## src/verilog/ccf_pkg.sv

```systemverilog
package ccf_pkg;
  // Register location on the special-function bus
  localparam logic [7:0] CTRL_ADDR = 8'h9d;
  localparam logic [7:0] CTRL_PAGE = 8'h00;
  localparam logic [7:0] CTRL_RESET = 8'h00;
  // Field positions
  localparam int ENABLE_BIT = 7;
  localparam int RESULT_BIT = 6;
  localparam int RISE_BIT = 5;
  localparam int FALL_BIT = 4;
  localparam int HYP_MSB = 3;
  localparam int HYP_LSB = 2;
  localparam int HYN_MSB = 1;
  localparam int HYN_LSB = 0;
  // Hysteresis codes
  localparam logic [1:0] HYST_OFF = 2'h0;
  localparam logic [1:0] HYST_5MV = 2'h1;
  localparam logic [1:0] HYST_10MV = 2'h2;
  localparam logic [1:0] HYST_20MV = 2'h3;
  // Synchroniser depth in cycles
  localparam int SYNC_STAGES = 2;
endpackage : ccf_pkg

```

## src/verilog/ccf_ctrl.sv

```systemverilog
`timescale 1ns/1ps
module ccf_ctrl (
  input wire logic I_CLK_SYS, // 40 MHz system clock
  input wire logic I_RST_N, // Async reset, active low
  input wire logic [7:0] I_SFR_ADDR, // Special-function address
  input wire logic [7:0] I_SFR_PAGE, // Current register page
  input wire logic I_SFR_WR, // Write strobe, one cycle
  input wire logic I_SFR_RD, // Read strobe, one cycle
  input wire logic [7:0] I_SFR_WDATA, // Write data
  input wire logic I_CMP_RESULT, // Raw comparator output, async
  output logic [7:0] O_SFR_RDATA, // Read data, valid cycle after strobe
  output logic O_SFR_HIT, // Read hit this register
  output logic O_CMP_ENABLE, // Comparator enable to analog core
  output logic [1:0] O_HYST_POS, // Positive hysteresis select
  output logic [1:0] O_HYST_NEG // Negative hysteresis select
);
  typedef struct packed {
    logic en;
    logic rise;
    logic fall;
    logic [1:0] hyp;
    logic [1:0] hyn;
    logic prev;
    logic [7:0] rdata;
    logic hit;
  } ccf_state_t;

  ccf_state_t s_q;
  ccf_state_t s_d;
  logic cmp_sync;
  logic sel;
  logic wr_hit;
  logic rd_hit;
  logic rise_evt;
  logic fall_evt;
  logic [7:0] reg_view;

  // Address decode shared by reads and writes
  function automatic logic ccf_decode(input logic [7:0] addr, input logic [7:0] page);
    ccf_decode = (addr == ccf_pkg::CTRL_ADDR) && (page == ccf_pkg::CTRL_PAGE);
  endfunction : ccf_decode

  // Comparator output brought into the clock domain
  ccf_sync u_sync (
    .i_clk(I_CLK_SYS),
    .i_rst_n(I_RST_N),
    .i_async(I_CMP_RESULT),
    .o_sync(cmp_sync)
  );

  // Strobe qualification and edge events
  always_comb begin
    sel = ccf_decode(I_SFR_ADDR, I_SFR_PAGE);
    wr_hit = I_SFR_WR && sel;
    rd_hit = I_SFR_RD && sel;
    rise_evt = s_q.en && cmp_sync && !s_q.prev;
    fall_evt = s_q.en && !cmp_sync && s_q.prev;
  end

  // Register image as software sees it
  always_comb begin
    reg_view = '0;
    reg_view[ccf_pkg::ENABLE_BIT] = s_q.en;
    reg_view[ccf_pkg::RESULT_BIT] = s_q.en && cmp_sync;
    reg_view[ccf_pkg::RISE_BIT] = s_q.rise;
    reg_view[ccf_pkg::FALL_BIT] = s_q.fall;
    reg_view[ccf_pkg::HYP_MSB:ccf_pkg::HYP_LSB] = s_q.hyp;
    reg_view[ccf_pkg::HYN_MSB:ccf_pkg::HYN_LSB] = s_q.hyn;
  end

  // Next-state: writes, sticky flags with set over clear, read capture
  always_comb begin
    s_d = s_q;
    s_d.prev = cmp_sync;
    if (wr_hit) begin
      s_d.en = I_SFR_WDATA[ccf_pkg::ENABLE_BIT];
      s_d.rise = I_SFR_WDATA[ccf_pkg::RISE_BIT];
      s_d.fall = I_SFR_WDATA[ccf_pkg::FALL_BIT];
      s_d.hyp = I_SFR_WDATA[ccf_pkg::HYP_MSB:ccf_pkg::HYP_LSB];
      s_d.hyn = I_SFR_WDATA[ccf_pkg::HYN_MSB:ccf_pkg::HYN_LSB];
    end
    if (rise_evt) begin
      s_d.rise = 1'b1;
    end
    if (fall_evt) begin
      s_d.fall = 1'b1;
    end
    s_d.rdata = rd_hit ? reg_view : 8'h00;
    s_d.hit = rd_hit;
  end

  // State register, all control bits zero at reset
  always_ff @(posedge I_CLK_SYS or negedge I_RST_N) begin
    if (!I_RST_N) begin
      s_q <= '0;
    end else begin
      s_q <= s_d;
    end
  end

  // Outputs straight from flops
  assign O_SFR_RDATA = s_q.rdata;
  assign O_SFR_HIT = s_q.hit;
  assign O_CMP_ENABLE = s_q.en;
  assign O_HYST_POS = s_q.hyp;
  assign O_HYST_NEG = s_q.hyn;
endmodule : ccf_ctrl

```

## src/verilog/ccf_sync.sv

```systemverilog
`timescale 1ns/1ps
module ccf_sync (
  input wire logic i_clk, // System clock
  input wire logic i_rst_n, // Async reset, active low
  input wire logic i_async, // Level from outside the clock domain
  output logic o_sync // Synchronised level
);
  typedef struct packed {
    logic stage1;
    logic stage2;
  } ccf_sync_st_t;

  ccf_sync_st_t s_q;
  ccf_sync_st_t s_d;

  // Two-flop chain, first stage read only by the second
  always_comb begin
    s_d = s_q;
    s_d.stage1 = i_async;
    s_d.stage2 = s_q.stage1;
  end

  // State register
  always_ff @(posedge i_clk or negedge i_rst_n) begin
    if (!i_rst_n) begin
      s_q <= '0;
    end else begin
      s_q <= s_d;
    end
  end

  assign o_sync = s_q.stage2;
endmodule : ccf_sync

```

## config.mk

```make
export PLATFORM = sky130hd
export DESIGN_NAME = ccf_ctrl
export DESIGN_NICKNAME = d
export VERILOG_FILES = /design/src/verilog/ccf_pkg.sv /design/src/verilog/ccf_ctrl.sv /design/src/verilog/ccf_sync.sv
export SDC_FILE = /design/constraint.sdc
export NUM_CORES = 1
export LEC_CHECK = 0
export BUFFER_PORTS_ARGS = -buffer_cell sky130_fd_sc_hd__buf_2
export CORE_UTILIZATION = 47
export DETAILED_ROUTE_END_ITERATION = 10
export PLACE_DENSITY_LB_ADDON = 0.2
export SLEW_MARGIN = 20
export SYNTH_ARGS = -nofsm -noshare
export SYNTH_HDL_FRONTEND = slang
export SYNTH_SLANG_ARGS = --single-unit
```

## constraint.sdc

```tcl
create_clock -name I_CLK_SYS -period 1.8 [get_ports I_CLK_SYS]
set_clock_uncertainty 0.15 [all_clocks]
set_input_delay 0.36 -clock I_CLK_SYS [delete_from_list [all_inputs] [get_ports I_CLK_SYS]]
set_output_delay 0.36 -clock I_CLK_SYS [all_outputs]
set_load 0.01 [all_outputs]
```

==> results.md <==
* Status: finished clean
* CP max FO at 6
* Initial Utilization at about 53%
* Hpwl dp at a little under 1000 µm
* Gr usage total at 15.6%
* DRT Pass-1 Iters at 4
* CORE AREA at roughly 1600 µm²
* Fin crit period at 1.41 ns
* CP max stage cell: dfrtp_1
* Critical path's largest stage delay at 0.45 ns
* Fmax at 0.707 GHz
* Post-CTS Hold Fix Bufs at 1
* Ant. Diodes at 0
* Syn Inst Count at 60
* Power per cell area at between 600 and 700 nW/µm²
* Number of H-tree levels at 1
* Tightest Pin Transition at 0.397 ns
* CP Depth at 1
* Fraction of layout cells with a size suffix above 1 at between 70 and 80%
* Family with the most delay on the worst path: flip-flops
* CP arrival at approximately 0.9 ns
* Final core utilization at 64.1%
* Number of routed nets with antenna violations at 0
* Vias per std cell at approximately 4.7
* PostCTS Resize Cnt at 0
* Mapped Avg Cell Area at 14.0 µm²
* Post-Syn Nets at between 80 and 90
* RSZ-0062 raised after global routing: no
* Hold-critical path depth at 1
* Gr ovfl total at 0
* Critical Path Start Type: register
* Setup TNS at 0 ns
* Initial antenna violation count at 0
* Hold slack at 0.0168 ns
* Largest net degree at the start of global routing at 20
* Die height at between 40 and 50 µm
* Leak Pwr at 0.614 nW
* Yosys warns at 0
* Drc violations at 0
* FP Rows at 14
* Area growth syn-to-layout at 21.2%
* Global-route wire length before repair at just over 2000 µm
* Initial drt markers at 2
* Synthesized cell area at 842 µm²
* Worst-case vdd ir drop at 0.391 mV
* Crit Path Category: register to output pin
* Final setup viols at 0
* Post-synthesis sequential area ratio at a little under three fifths
* Vias in the first global route at 509
* Max cap viols at 0
* Wire length per cell at around 11 µm
* Die X at about 44 µm
* R2R cell count at 4
* DIE AREA at between 1500 and 2000 µm²
* Gpl congestion at 0.672
* Final Cycle Share at around four fifths
* Design Area, Final at just over 1000 µm²
* DR vias at roughly 550
* Worst EP required at 1.29 ns
* Number of I/O pins at 43
* CTS tree: built
* Root Buffer: clkbuf_4
* Worst path bufs/invs at 1
* Clk buf depth at 2
* Clk sinks at 19
* CP Capture Type: output pin
* Post-CTS setup buffer count at 0
* Clock slew seen by the registers of the worst setup and hold paths at ~0.11 ns
* # port buffers at 41
* Routed wire length at ~1300 µm
* Worst path cell trace: buf_2
* Final hold vios at 0
* Num CTS Buffers at 3
* Worst skew pair latency at ~0.29 ns
* Yosys reg bits at 19
* Post-place instance area at slightly below 1000 µm²
* Slew Limit Fails at 0
* # nets final at around 120
* Synth cell types at 17
* Max_slew headroom at 73.5%
* Hold WC Path Type: input pin to register
Yosys cell counts:
cell type  count  area share, %
and2_4         1            1.0
nand2_4        1            1.3
nand2_1        2           0.89
and3_1         1           0.74
buf_6          1            1.3
and4bb_1       1            1.5
dfrtp_1       19             56
nor4_2         1            1.5
and4_4         1            1.3
buf_4         12             11
and3_2         7            6.2
nor2_1         2           0.89
and4bb_2       1            1.5
mux2_4         5            8.9
a21bo_2        2            2.4
nor4b_2        1            1.8
a31oi_1        2            1.5
area by class of cell:
type	count	area (µm²)
clock buffers	3	22.5
clock inverters	1	5.00
fillers	128	573
multi-input cells	28	265
flip-flops and latches	19	475
well taps	24	30.0
repair buffers	43	223
path summary, 6_finish.rpt:
kind	startpoint	to	slack [ns]
setup / recovery	O_CMP_ENABLE	O_CMP_ENABLE	0.39
hold / removal	I_CMP_RESULT	u_sync.s_d[0]	0.02
hold reg to reg	u_sync.s_d[0]	u_sync.o_sync	0.22
setup reg to reg	O_CMP_ENABLE	reg_view[5]	0.63
max in group asynchronous	I_RST_N	O_SFR_RDATA[1]	0.84
min in group asynchronous	I_RST_N	u_sync.o_sync	0.37
through the flow:
step | instances | power (W) | setup slack [ns]
after floorplan | 60 | 0.000445 | 0.279
after global placement | 113 | 0.000484 | 0.131
after detailed placement | 113 | 0.000485 | 0.116
after CTS | 118 | 0.000693 | 0.383
after global routing | 118 | 0.000720 | 0.326
final | 118 | 0.000687 | 0.385
registers in the layout, indices dropped and copies added (netlist names):
signal,count
u_sync.o_sync,1
u_sync.s_d,1
O_HYST_NEG,2
s_q,1
O_SFR_HIT,1
O_SFR_RDATA,8
reg_view,2
O_HYST_POS,2
O_CMP_ENABLE,1
placed cells by master (no fill, tap or decap), drive strengths merged, types with 2 or more instances in the layout:
master,netlist,final
a21bo,2,2
a31oi,2,2
and3,8,8
and4bb,2,2
buf,13,42
clkbuf,0,3
dfrtp,19,19
mux2,5,5
nand2,3,3
nor2,2,2
routing by layer:
layer	wire, µm	part of all wire [%]	GRT usage, %	vias up
met5	0	0	0	-
met4	0	0	10.9	0
met3	92	7.2	4.90	0
met2	654	51	25.6	31
met1	528	41	17.0	258
li1	-	-	-	264
cells by family after synthesis:
| kind of cell | count (synthesis) | synth area share (%) |
|---|---|---|
| flops | 19 | 56.5 |
| simple gates | 19 | 18.7 |
| buf+inv | 13 | 12.0 |
| mux | 5 | 8.92 |
| compound gates | 4 | 3.86 |
where the power goes:
part | internal [W] | leakage [nW] | switching (W)
Combinational | 0.0000259 | 0.337 | 0.0000197
Clock | 0.0000827 | 0.0177 | 0.000127
Sequential | 0.000430 | 0.259 | 0.00000201
Total | 0.000539 | 0.614 | 0.000148
Note: power is estimated with default switching activity, not from simulation.
